$ cat src/inc/swdb_pkg.sv
// Package of constants for the switch input debounce and edge block.
`default_nettype none
package swdb_pkg;
    localparam int SWDB_NUM_INPUTS = 26;
    localparam int SWDB_NUM_HIGH_SIDE = 18;
    localparam int SWDB_NUM_LOW_SIDE = 4;
    localparam int SWDB_NUM_ENCODER = 4;
    localparam int SWDB_NUM_LATCHED = 24;
    localparam int SWDB_NUM_ENC_LATCHED = SWDB_NUM_INPUTS - SWDB_NUM_LATCHED;
    // Timing.
    localparam int SWDB_CLK_HZ = 100_000_000;
    localparam int SWDB_SAMPLE_HZ = 250;
    localparam int SWDB_SAMPLE_CYCLES = SWDB_CLK_HZ / SWDB_SAMPLE_HZ;
    localparam int SWDB_STEP_MS = 4;
    localparam int SWDB_SAMPLE_MS = 1000 / SWDB_SAMPLE_HZ;
    localparam int SWDB_TICKS_PER_STEP = SWDB_STEP_MS / SWDB_SAMPLE_MS;
    localparam int SWDB_STEP_W = 4;
    localparam logic [3:0] SWDB_STEP_MAX = 4'h8;
    localparam logic [3:0] SWDB_STEP_DEFAULT = 4'h4;
    localparam int SWDB_CNT_W = 4;
    // Register byte offsets.
    localparam logic [7:0] SWDB_OFS_STATE = 8'h00;
    localparam logic [7:0] SWDB_OFS_PRESS = 8'h04;
    localparam logic [7:0] SWDB_OFS_RELEASE = 8'h08;
    localparam logic [7:0] SWDB_OFS_PRESS_MASK = 8'h0C;
    localparam logic [7:0] SWDB_OFS_RELEASE_MASK = 8'h10;
    localparam logic [7:0] SWDB_OFS_DEBOUNCE = 8'h14;
    localparam logic [7:0] SWDB_OFS_RAW = 8'h18;
    localparam logic [31:0] SWDB_RESET_MASK = 32'h0000_0000;
    localparam logic [1:0] SWDB_HTRANS_NONSEQ = 2'b10;
endpackage
`default_nettype wire

$ cat src/rtl/swdb_tick.sv
// Sample-rate tick divider for the switch front end.
`default_nettype none
module swdb_tick #(
    parameter int DIVIDE = swdb_pkg::SWDB_SAMPLE_CYCLES
) (
    input wire logic hclk,
    input wire logic hresetn,
    output logic tick
);
    import swdb_pkg::*;
    typedef struct packed {
        logic [31:0] count;
        logic tick;
    } swdb_tick_s;
    swdb_tick_s st;
    swdb_tick_s next_st;

    // Free-running counter; one pulse per sample period.
    always_comb begin
        next_st = st;
        next_st.tick = 1'b0;
        if (st.count >= 32'(DIVIDE - 1)) begin
            next_st.count = 32'h0000_0000;
            next_st.tick = 1'b1;
        end else begin
            next_st.count = st.count + 32'h0000_0001;
        end
    end

    // State register.
    always_ff @(posedge hclk or negedge hresetn) begin
        if (!hresetn) begin
            st <= '0;
        end else begin
            st <= next_st;
        end
    end

    assign tick = st.tick;
endmodule
`default_nettype wire

$ cat src/rtl/swdb_filter.sv
// Debounce filter for one switch input.
`default_nettype none
module swdb_filter #(
    parameter int CNT_W = swdb_pkg::SWDB_CNT_W
) (
    input wire logic hclk,
    input wire logic hresetn,
    input wire logic tick,
    input wire logic sample,
    input wire logic [CNT_W-1:0] limit,
    output logic state
);
    import swdb_pkg::*;
    typedef struct packed {
        logic [CNT_W-1:0] count;
        logic state;
    } swdb_filter_s;
    swdb_filter_s st;
    swdb_filter_s next_st;

    // Count ticks while the sample disagrees; any agreement restarts the run.
    always_comb begin
        next_st = st;
        if (tick) begin
            if (sample == st.state) begin
                next_st.count = '0;
            end else if (limit == '0 || st.count + 1'b1 >= limit) begin
                next_st.state = sample;
                next_st.count = '0;
            end else begin
                next_st.count = st.count + 1'b1;
            end
        end
    end

    // State register.
    always_ff @(posedge hclk or negedge hresetn) begin
        if (!hresetn) begin
            st <= '0;
        end else begin
            st <= next_st;
        end
    end

    assign state = st.state;
endmodule
`default_nettype wire

$ cat src/rtl/swdb_top.sv
// Switch input front end: polarity, debounce, press and release latches, AHB-Lite slave.
`default_nettype none
// Summary of operation
// Twenty-six inputs: eighteen high-side, four low-side, four encoder pins.
// Inputs 1 to 18 read on when driven to battery positive.
// Inputs 19 to 22 read on when open, off when grounded.
// Encoder pins read off when grounded, on when open with pull-up.
// Debounce time 0 to 32 ms in 4 ms steps, set by step count.
// Without configuration the debounce time is 16 ms.
// All inputs are sampled 250 times per second.
// Off to on sets the input's press latch.
// On to off sets the input's release latch.
// Latches stay set; opposite transitions never clear them.
// Software clears a latch by writing it; it may then set again.
// Press and release latches of one input may both be set.
// Inputs 1 to 24 each have a press and a release latch.
// Encoder-pin inputs have latches that behave like the others.
// Output-driver sense inputs are plain switch inputs following the driver.
// State changes after raw differs for the full debounce time; zero passes through.
// A clear and a matching transition together leave the latch set.
module swdb_top #(
    parameter int NUM_INPUTS = swdb_pkg::SWDB_NUM_INPUTS,
    parameter int SAMPLE_CYCLES = swdb_pkg::SWDB_SAMPLE_CYCLES
) (
    input wire logic hclk,
    input wire logic hresetn,
    input wire logic hsel,
    input wire logic [31:0] haddr,
    input wire logic [1:0] htrans,
    input wire logic hwrite,
    input wire logic [2:0] hsize,
    input wire logic hready,
    input wire logic [31:0] hwdata,
    output logic [31:0] hrdata,
    output logic hreadyout,
    output logic hresp,
    input wire logic [NUM_INPUTS-1:0] switch_pin,
    output logic [NUM_INPUTS-1:0] switch_state,
    output logic irq
);
    import swdb_pkg::*;

    typedef struct packed {
        logic [NUM_INPUTS-1:0] raw;
        logic [NUM_INPUTS-1:0] prev;
        logic [NUM_INPUTS-1:0] press_latch;
        logic [NUM_INPUTS-1:0] release_latch;
        logic [NUM_INPUTS-1:0] press_mask;
        logic [NUM_INPUTS-1:0] release_mask;
        logic [SWDB_STEP_W-1:0] steps;
        logic dp_write;
        logic dp_read;
        logic [7:0] dp_addr;
        logic [31:0] rdata;
        logic [NUM_INPUTS-1:0] state_out;
        logic irq;
    } swdb_top_s;

    swdb_top_s st;
    swdb_top_s next_st;
    logic tick;
    logic [NUM_INPUTS-1:0] polarity_on;
    logic [NUM_INPUTS-1:0] debounced;
    logic [SWDB_CNT_W-1:0] limit;
    logic addr_take;
    logic [31:0] wmask;

    // Sample-rate divider at 250 Hz.
    swdb_tick #(
        .DIVIDE(SAMPLE_CYCLES)
    ) u_tick (
        .hclk(hclk),
        .hresetn(hresetn),
        .tick(tick)
    );

    // Each pin level becomes on or off by its group's sense.
    // Driver sense pins sit among the high-side group, so they just follow the pin.
    always_comb begin
        for (int i = 0; i < NUM_INPUTS; i++) begin
            if (i < SWDB_NUM_HIGH_SIDE) begin
                polarity_on[i] = switch_pin[i];
            end else begin
                polarity_on[i] = switch_pin[i];
            end
        end
    end

    // Debounce limit in sample ticks: one step of 4 ms is one tick at 250 Hz.
    assign limit = SWDB_CNT_W'(st.steps * SWDB_TICKS_PER_STEP);

    // One filter per input.
    genvar g;
    generate
        for (g = 0; g < NUM_INPUTS; g++) begin : gen_filter
            swdb_filter #(
                .CNT_W(SWDB_CNT_W)
            ) u_filter (
                .hclk(hclk),
                .hresetn(hresetn),
                .tick(tick),
                .sample(st.raw[g]),
                .limit(limit),
                .state(debounced[g])
            );
        end
    endgenerate

    assign addr_take = hsel && hready && htrans == SWDB_HTRANS_NONSEQ;

    // Write-one-to-clear mask for the latch registers.
    assign wmask = st.dp_write ? hwdata : 32'h0000_0000;

    // Sampling, edge latches, register access and interrupt.
    always_comb begin
        next_st = st;
        if (tick) begin
            next_st.raw = polarity_on;
        end
        next_st.prev = debounced;
        // Write-one clears first, then new edges set again, so an event wins.
        if (st.dp_write && st.dp_addr == SWDB_OFS_PRESS) begin
            next_st.press_latch = st.press_latch & ~wmask[NUM_INPUTS-1:0];
        end
        if (st.dp_write && st.dp_addr == SWDB_OFS_RELEASE) begin
            next_st.release_latch = st.release_latch & ~wmask[NUM_INPUTS-1:0];
        end
        // Only sets here; no path clears a latch except software. Both may stand.
        next_st.press_latch = next_st.press_latch | (debounced & ~st.prev);
        next_st.release_latch = next_st.release_latch | (~debounced & st.prev);
        if (st.dp_write && st.dp_addr == SWDB_OFS_PRESS_MASK) begin
            next_st.press_mask = hwdata[NUM_INPUTS-1:0];
        end
        if (st.dp_write && st.dp_addr == SWDB_OFS_RELEASE_MASK) begin
            next_st.release_mask = hwdata[NUM_INPUTS-1:0];
        end
        if (st.dp_write && st.dp_addr == SWDB_OFS_DEBOUNCE) begin
            // Steps above 8 would exceed 32 ms, so they are clamped.
            // The whole word is compared, so a large value never wraps to a short time.
            if (hwdata > 32'(SWDB_STEP_MAX)) begin
                next_st.steps = SWDB_STEP_MAX;
            end else begin
                next_st.steps = hwdata[SWDB_STEP_W-1:0];
            end
        end
        // Address phase capture; the slave never inserts wait states.
        next_st.dp_write = addr_take && hwrite;
        next_st.dp_read = addr_take && !hwrite;
        next_st.dp_addr = addr_take ? haddr[7:0] : st.dp_addr;
        // Read data are registered at the address phase so they stand in the data phase.
        next_st.rdata = 32'h0000_0000;
        if (addr_take && !hwrite) begin
            case (haddr[7:0])
                SWDB_OFS_STATE: next_st.rdata[NUM_INPUTS-1:0] = debounced;
                SWDB_OFS_PRESS: next_st.rdata[NUM_INPUTS-1:0] = st.press_latch;
                SWDB_OFS_RELEASE: next_st.rdata[NUM_INPUTS-1:0] = st.release_latch;
                SWDB_OFS_PRESS_MASK: next_st.rdata[NUM_INPUTS-1:0] = st.press_mask;
                SWDB_OFS_RELEASE_MASK: next_st.rdata[NUM_INPUTS-1:0] = st.release_mask;
                SWDB_OFS_DEBOUNCE: next_st.rdata[SWDB_STEP_W-1:0] = st.steps;
                SWDB_OFS_RAW: next_st.rdata[NUM_INPUTS-1:0] = st.raw;
                default: next_st.rdata = 32'h0000_0000;
            endcase
        end
        next_st.state_out = debounced;
        next_st.irq = |((next_st.press_latch & next_st.press_mask)
            | (next_st.release_latch & next_st.release_mask));
    end

    // State register; debounce step resets to the 16 ms default.
    always_ff @(posedge hclk or negedge hresetn) begin
        if (!hresetn) begin
            st <= '0;
            st.steps <= SWDB_STEP_DEFAULT;
        end else begin
            st <= next_st;
        end
    end

    assign hrdata = st.rdata;
    assign hreadyout = 1'b1;
    assign hresp = 1'b0;
    assign switch_state = st.state_out;
    assign irq = st.irq;
endmodule
`default_nettype wire

$ cat config.mk
export PLATFORM = sky130hd
export DESIGN_NAME = swdb_top
export DESIGN_NICKNAME = d
export VERILOG_FILES = /design/src/inc/swdb_pkg.sv /design/src/rtl/swdb_tick.sv /design/src/rtl/swdb_filter.sv /design/src/rtl/swdb_top.sv
export SDC_FILE = /design/constraint.sdc
export NUM_CORES = 1
export LEC_CHECK = 0
export ABC_AREA = 0
export BUFFER_PORTS_ARGS = -buffer_cell sky130_fd_sc_hd__buf_4
export CAP_MARGIN = 5
export CORE_ASPECT_RATIO = 1.2
export CORE_UTILIZATION = 65
export CTS_CLUSTER_DIAMETER = 40
export DETAILED_ROUTE_END_ITERATION = 8
export PLACE_DENSITY = 0.84
export REMOVE_ABC_BUFFERS = 1
export SLEW_MARGIN = 15
export SYNTH_ARGS = -nofsm -noshare
export SYNTH_HDL_FRONTEND = slang
export SYNTH_HIERARCHICAL = 1
export SYNTH_SLANG_ARGS = --single-unit
$ cat constraint.sdc
create_clock -name hclk -period 5.8 [get_ports hclk]
set_input_delay 0.29 -clock hclk [delete_from_list [all_inputs] [get_ports hclk]]
set_output_delay 0.29 -clock hclk [all_outputs]
set_load 0.01 [all_outputs]
Word level (Yosys, flattened, before mapping):

Index checks and enable logic that the tools add are counted.

* register bits: 365
* latch bits: 0
* bits in writable memories: 0
* bits in read-only memories: 0
* input port bits: 100
* output and inout bits: 61
* logic and storage cells: 324
* memories kept: 0

* add/sub/neg operators: 27
* $mul: 0
* divide/modulo/power cells: 0
* $lt $le $gt $ge: 28
* equality and inequality tests: 38
* shift-type cells: 0
* mux-type cells: 63
* bitwise logic cells: 38
* reductions and logical operators: 65

Operators by type and width (count)
* 2-to-1 mux 4 bit: 53
* AND 26 bit: 6
* 2-to-1 mux 26 bit: 6
* case mux 22 bit (6 select lines): 1
* adder 4 x 1 -> 4 bit, second input constant: 26
* greater-or-equal comparator 4 bit: 26
* NOT 26 bit: 3
* bitwise OR 26 bit: 3
* AND reduction 3 bit: 26
* equality test 8 x 5 -> 1 bit, second input constant: 5
* adder 32 x 1 -> 32 bit, second input constant: 1
* equality test 8 x 4 -> 1 bit, second input constant: 4
* greater-or-equal comparator 32 x 19 -> 1 bit, second input constant: 1
* > comparator 32 x 4 -> 1 bit, second input constant: 1
* 2-to-1 mux 32 bit: 1
* case mux 4 bit (7 select lines): 1
* equality test 1 bit: 26
* logical OR 1 bit: 26
* NOT 1 bit: 26
* OR reduction 26 bit: 1
* equality test 8 x 3 -> 1 bit, second input constant: 2
* logical AND 1 bit: 9
* zero test 8 bit: 1
* zero test 4 bit: 1
* other kinds (3): 3

Longest topological paths before layout:

Gate-level depths: netlist (run 1).

* depth in word-level cells: 8
* mapped depth: 9
* mapped depth without buffers: 7

Modules after synthesis:

Netlist (run 1), hierarchy kept.

Modules (own cells, without submodules)
* swdb_top: instances 1, cells each 885, area each 9484.1 sq um, seq. area each 4906.0 sq um
* swdb_filter: instances 26, cells each 30, area each 337.8 sq um, seq. area each 125.1 sq um
* swdb_tick: instances 1, cells each 125, area each 1403.8 sq um, seq. area each 825.8 sq um

Worst setup path after synthesis (run 1):

OpenSTA, ideal clock, no wires.

* kind: register to register
* start: register st[60] (netlist name)
* end: register st, in the netlist irq
* setup time: 0.138 ns
* arrival time: 3.030 ns
* data required time: 5.662 ns
* path slack: 2.631 ns
* stages on the path, launching flop included: 9
* path buffers: 2
* clock period less this slack: 3.169 ns
* cells stage by stage: dfrtp_1 -> or4_4 -> buf_6 -> nor3_1 -> clkbuf_1 -> mux2_2 -> a2111oi_0 -> nand4_1 -> or4_1

RTL lines
* to (signal assigned): RTL line swdb_top.sv:175 `st <= next_st;`
* to (decl): RTL line swdb_top.sv:59 `swdb_top_s st;`

==> results of run 1 <==
[Yosys cell counts, drive strengths merged, types with 22 or more instances]
cell      n  share of area
buf      75          0.028
nor4     44          0.023
o21ai    48          0.012
o41ai    66          0.039
dfrtp   358           0.46
inv     157          0.030
a21oi    77          0.020
xnor2    61          0.027
nand2   102          0.019
o31ai    30          0.011
nor2     32         0.0061
nand2b   32          0.010
xor2     29          0.013
a22o     95          0.042
a22oi    51          0.019
nand3    35         0.0094
o211ai   26         0.0099
ha      131          0.083
nand4    49          0.016
o21a     22         0.0084
mux2    104          0.060
clkbuf   49         0.0094
a222oi   25          0.013
[cell usage in the layout (no fill, tap or decap), drive strengths merged, types with 51 or more instances in the layout]
master,count
dfrtp,358
inv,162
buf,149
ha,131
mux2,104
nand2,102
a22o,95
a21oi,77
o41ai,66
xnor2,61
clkbuf,59
a22oi,51
[registers in the layout, indices dropped and copies added (netlist names)]
signal	cells
switch_state	26
hrdata	26
gen_filter.u_filter/state	26
st	143
u_tick/st	32
irq	1
u_tick/tick	1
gen_filter.u_filter/st	104
[layer usage]
| metal | global-route usage | routed length, microns | vias to the layer above |
|---|---|---|---|
| met5 | 0 | 0 | - |
| met4 | 0.204 | 3190 | 0 |
| met3 | 0.0698 | 5210 | 256 |
| met2 | 0.590 | 25900 | 957 |
| met1 | 0.417 | 19500 | 7703 |
| li1 | - | - | 6850 |
[how the worst min path moves through the flow]
stage	start	slack, ps	to	depth (start not counted)
after floorplan	hresetn	-6	gen_filter[0].u_filter/st[1]	0
after global placement	hresetn	460	gen_filter[20].u_filter/st[3]	1
after detailed placement	hresetn	470	gen_filter[20].u_filter/st[3]	1
after CTS	haddr[7]	4	st[66]	2
after global routing	switch_pin[22]	1	st[225]	2
final	switch_pin[22]	4	st[225]	2
[critical path, delay by kind of cell (launching register included)]
kind | cells | cell delay [ps]
AOI/OAI and AO/OA | 1 | 500
buffers and inverters | 1 | 300
DFF | 1 | 420
muxes | 1 | 390
and+or+nand+nor | 4 | 2110
[logic make-up after synthesis]
family | after synthesis | share of synthesized area
other | 3 | 0.000572
adders and majority gates | 131 | 0.0833
AOI/OAI and AO/OA | 470 | 0.190
buffers and inverters | 281 | 0.0670
muxes | 107 | 0.0611
xor gates and xnor gates | 90 | 0.0401
and+or+nand+nor | 349 | 0.102
DFF | 359 | 0.457
[power by group]
group	total (mW)	internal, mW	leakage (nW)	switching, mW
Clock	2.86	1.76	0.736	1.10
Combinational	0.846	0.340	5.73	0.506
Sequential	2.87	2.69	4.41	0.180
Total	6.57	4.78	10.9	1.79
[repair_timing]
item / in CTS / in global routing
buffers inserted: 0 / 0
hold buffers: 26 / 0
endpoints found under the hold margin: 151 / 0
[cell type report]
| class | count | area [sq um] |
|---|---|---|
| diodes | 2 | 5.00 |
| clock buffers | 59 | 1220 |
| flip-flops and latches | 359 | 8990 |
| inverters | 157 | 589 |
| multi-input cells | 1168 | 9490 |
| repair buffers | 175 | 1400 |
| well taps | 390 | 488 |
| clock inverters | 21 | 307 |
| fillers | 1906 | 7210 |
[metrics by stage]
stage | instances | area, sq um
after floorplan | 1684 | 19000
after CTS | 2329 | 22500
final | 2331 | 22500
after global placement | 2223 | 20700
after global routing | 2330 | 22500
after detailed placement | 2223 | 20700
==> results.cfg, run 1 <==
[clock_network]
cts_sinks = 359
cts_buffers = 44
cts_resized = 0
cts_tree = done
cts.reportedPaths.clkPinSlew_ps = 60
clk_latency_ps = 550
htreeDepth = 2
cts_root_buf = clkbuf_16
cts_buffer_depth = 3

[cells_and_area]
drive_above_1_share = 0.195
area_growth_pct = 14.3
layout.nets = 2136
post-route-util = 0.757

[timing]
finalSetupViolCount = 0
timing.fmax_ghz = 0.259
holdWs_ps = 3.77
tns_ps = 0
post-route-period-util = 0.666
hold_viol_final = 0
relSlewSlack = 0.202
rsz0062_at_grt = false
timing.final.max_slew_violations = 0
worstMarginPinSlew_ps = 1190
setup_ws_ps = 1930
fin_skew_ps = 20.4
post-route-min-period_ps = 3870

[global_routing]
grt_pass1_wl_microns = 84700
grt_usage = 0.349
grt-ovfl-total = 0
grt_max_degree = 167
grt_pass1_vias = 16200
antenna_found_initial = 2

[yosys]
synth_cells = 1790
yosysWarnings = 6
synth_edf_count = 0
yosysSeqAreaShare = 0.457
syn_avg_cell_area_sq_um = 11.0
synth_ff_type = dfrtp_1
netlist-cell-type-count = 60
ys_ff_latch = 359
synth_area_sq_um = 19700
async_flop_share = 1.00

[outcome]
outcome = complete, but fails checks
failed_checks = design-rule violations

[worst_setup_path]
reg2reg_depth = 7
rr_endpoint = irq
critPathArrivalTime_ps = 4290
crit_path_start = st[60]
worstSetupPathType = flip-flop to flip-flop
crit_path_top_delay_cell = or4_4
critPathMaxFanout = 72
crit_path_start_kind = flip-flop
crit_end = irq
critPathRequiredTime_ps = 6220
slowest_delay_ps = 920
worstPathCellList = or4_4 -> nor3_2 -> buf_4 -> mux2_2 -> a2111oi_0 -> nand4_1 -> or4_1
end_kind = flip-flop
rrSetupSlack_ps = 1930
r2r_start = st[60]

[routing]
drc = 2
dr_total_vias = 15800
dr.pass1.iters = 9
avgViaCountPerCell = 6.76
drt_iter0_drc = 1948
drt_wl_total_microns = 53900
final_antenna_net_count = 0
wl_per_cell_microns = 23.1

[die]
die_h_microns = 193
die_area_sq_um = 31000
core_area_sq_um = 29700
initial_core_util = 0.662
top_level_ports = 161
rows = 69
die_w_microns = 161

[flow_run]
cap_violations = 0

[placed_design]
gp_congestion = 0.945
portBuffers = 125
post-place-ws_ps = 2110
hpwl_microns = 33700

[power]
worst_ir_drop_vdd_v = 0.000246
total_power_mw = 6.57
p_leak_nw = 10.9
power_density_nw_per_um2 = 292

[hold_path]
hold_class = input port to flip-flop
Power figures use the tool's default switching activity.
==> run 2, diff against run 1 <==
--- a/config.mk
+++ b/config.mk
@@ -9,10 +9,10 @@
 export BUFFER_PORTS_ARGS = -buffer_cell sky130_fd_sc_hd__buf_4
 export CAP_MARGIN = 5
 export CORE_ASPECT_RATIO = 1.2
-export CORE_UTILIZATION = 65
+export CORE_UTILIZATION = 55
 export CTS_CLUSTER_DIAMETER = 40
 export DETAILED_ROUTE_END_ITERATION = 8
-export PLACE_DENSITY = 0.84
+export PLACE_DENSITY = 0.75
 export REMOVE_ABC_BUFFERS = 1
 export SLEW_MARGIN = 15
 export SYNTH_ARGS = -nofsm -noshare
==> constraint.sdc (replaced) <==
create_clock -name hclk -period 3.2 [get_ports hclk]
set_input_delay 0.16 -clock hclk [delete_from_list [all_inputs] [get_ports hclk]]
set_output_delay 0.16 -clock hclk [all_outputs]
set_load 0.01 [all_outputs]
==> run 2 against run 1 <==
Net effect: the flow finishes with violations (negative setup slack); global-route usage shrank 4.6 points; combinational power is 97% higher; clock-buffer cell count rose by 6; clock skew up 2.5 ps; highest routed layer is now met5; cell area rose by 5.2%; first-iteration DRC count is 21% lower; cell count rose by 6.7%; fmax is 20% higher; sequential power up 80%.
==> results.cfg, run 2 (synthesis gave the netlist of run 1 again) <==
[outcome]
outcome = complete, but fails checks
failed_checks = negative setup slack

[cells_and_area]
n_antenna_cell = 0
post-route-util = 0.674
final_common_cell = dfrtp_1
multiInputGateArea_sq_um = 9580
area_growth_pct = 20.3
drive_above_1_share = 0.216
largest_reg_flops = 143
n_fill_cell = 2636
largest-register = st
seq_area_sq_um = 8990
layout.nets = 2214
top_regs = st: 143 flops, gen_filter.u_filter/st: 104 flops, u_tick/st: 32 flops
layout_common_cells = dfrtp_1, buf_4, inv_1

[worst_setup_path]
path_buf_inv = 3
critPathArrivalTime_ps = 3660
worstPathCellList = or4_4 -> buf_12 -> buf_4 -> o41ai_1 -> o21ai_1 -> a2111oi_1 -> buf_4 -> nand4_1 -> or4_1
critPathRequiredTime_ps = 3650
slowest_delay_ps = 580
end_kind = flip-flop
path_delay_family = simple AND/OR/NAND/NOR gates
critPathMaxFanout = 34
crit_path_top_delay_cell = or4_4
crit_path_start_kind = flip-flop
cpMostUsedCell = buf_4
worstSetupPathType = flip-flop to flip-flop

[timing]
timing.fmax_ghz = 0.311
fin_skew_ps = 22.9
timing.final.max_slew_violations = 0
relSlewSlack = 0.417
setup_ws_ps = -13.7
post-route-min-period_ps = 3210
tns_ps = -13.7
finalSetupViolCount = 1
hold_viol_final = 0
post-route-period-util = 1.00
worstMarginPinSlew_ps = 867

[clock_network]
htreeDepth = 2
clk_latency_ps = 580
cts_setup_buffers = 0
cts.reportedPaths.clkPinSlew_ps = 60
cts_root_buf = clkbuf_16
cts_buffer_depth = 3
cts_tree = done
cts_buffers = 50
cts_sinks = 359

[power]
switching_share = 0.274
p_leak_nw = 11.4
power_frac_comb = 0.132
sequentialPowerShare = 0.411
total_power_mw = 12.6
power_density_nw_per_um2 = 532
p_sw_mw = 3.45
worst_ir_drop_vdd_v = 0.000400
p_int_mw = 9.15
clkPwrFrac = 0.457

[global_routing]
antenna_found_initial = 1
grt-ovfl-total = 0
grt_max_degree = 88
grt_usage = 0.303
grt_pass1_vias = 16500
grt_pass1_wl_microns = 87600

[routing]
drt_wl_total_microns = 54600
drc = 0
final_antenna_net_count = 0
drt_iter0_drc = 1540
avgViaCountPerCell = 6.36
wl_per_cell_microns = 21.9
dr.pass1.iters = 7
dr_total_vias = 15800

[die]
rows = 75
core_area_sq_um = 35100
top_level_ports = 161
die_h_microns = 209
die_w_microns = 175
die_area_sq_um = 36500
initial_core_util = 0.560

[placed_design]
portBuffers = 125
hpwl_microns = 35900
gp_congestion = 0.936

[hold_path]
hold_class = input port to flip-flop

[flow_run]
cap_violations = 0
## run 2: cell count changes in the layout (fill, tap and decap cells not counted), moves of 6 or more
cell,previous run,this run
buf_12,1,12
buf_4,147,172
clkbuf_16,44,52
clkinvlp_4,3,10
dlygate4sd3_1,26,62
o41ai_1,40,34
## run 2: final cells by class
type                       instances  area share
timing repair buffer             247      0.0916
clock inverter                    29      0.0153
inverter                         157      0.0249
tap                              462      0.0244
sequential                       359       0.380
multi-input combinational       1168       0.405
clock buffer                      65      0.0588
## run 2: stage by stage
stage | cells | setup WS, ps | cell area [sq um] | hold slack [ps]
after detailed placement | 2331 | -9.65 | 21200 | 216
after global routing | 2487 | -142 | 23700 | 111
after global placement | 2331 | 9.46 | 21200 | 222
after floorplan | 1684 | -1200 | 19000 | -136
final | 2487 | -13.7 | 23700 | 83.9
after CTS | 2487 | 18.6 | 23600 | 79.4
## run 2: per-layer routing
layer,GRT usage,vias up,wire (microns)
met5,0,-,13
met2,0.505,793,26700
met3,0.0584,171,4450
met1,0.378,7839,21100
li1,-,7017,-
met4,0.146,2,2320
## run 2: worst reg2reg max path, stage by stage, from the launching register on
cell       delay [ps]
dfrtp_1           420
or4_4             580
buf_12            210
buf_4             200
o41ai_1           410
o21ai_1           150
a2111oi_1         430
buf_4             180
nand4_1           100
or4_1             410
## run 2: power groups by stage
stage	combinational, mW	sequential [mW]	clock, mW
finish	1.67	5.18	5.75
global route	1.82	5.21	6.02
CTS	1.63	5.16	5.83
detailed placement	1.55	5.23	0
global placement	1.48	5.21	0
floorplan	0.882	5.17	0
## run 2: path summary, 6_finish.rpt
path | start | end | slack [ps] | cells after the start
min | htrans[0] | st[61] | 80 | 4
max reg2reg | st[59] | irq | -10 | 9
min reg2reg | gen_filter[9].u_filter/state | switch_state[9] | 490 | 0
min in group asynchronous | hresetn | gen_filter[5].u_filter/state | 190 | 2
max in group asynchronous | hresetn | gen_filter[1].u_filter/st[3] | 2140 | 3
max | st[59] | irq | -10 | 9
## run 2: repair_timing
item,4_1_cts,5_1_grt
gates resized for setup,3,13
setup endpoints to repair,1,1
hold buffers,62,0
endpoints found under the hold margin,199,0
pin swaps,0,1
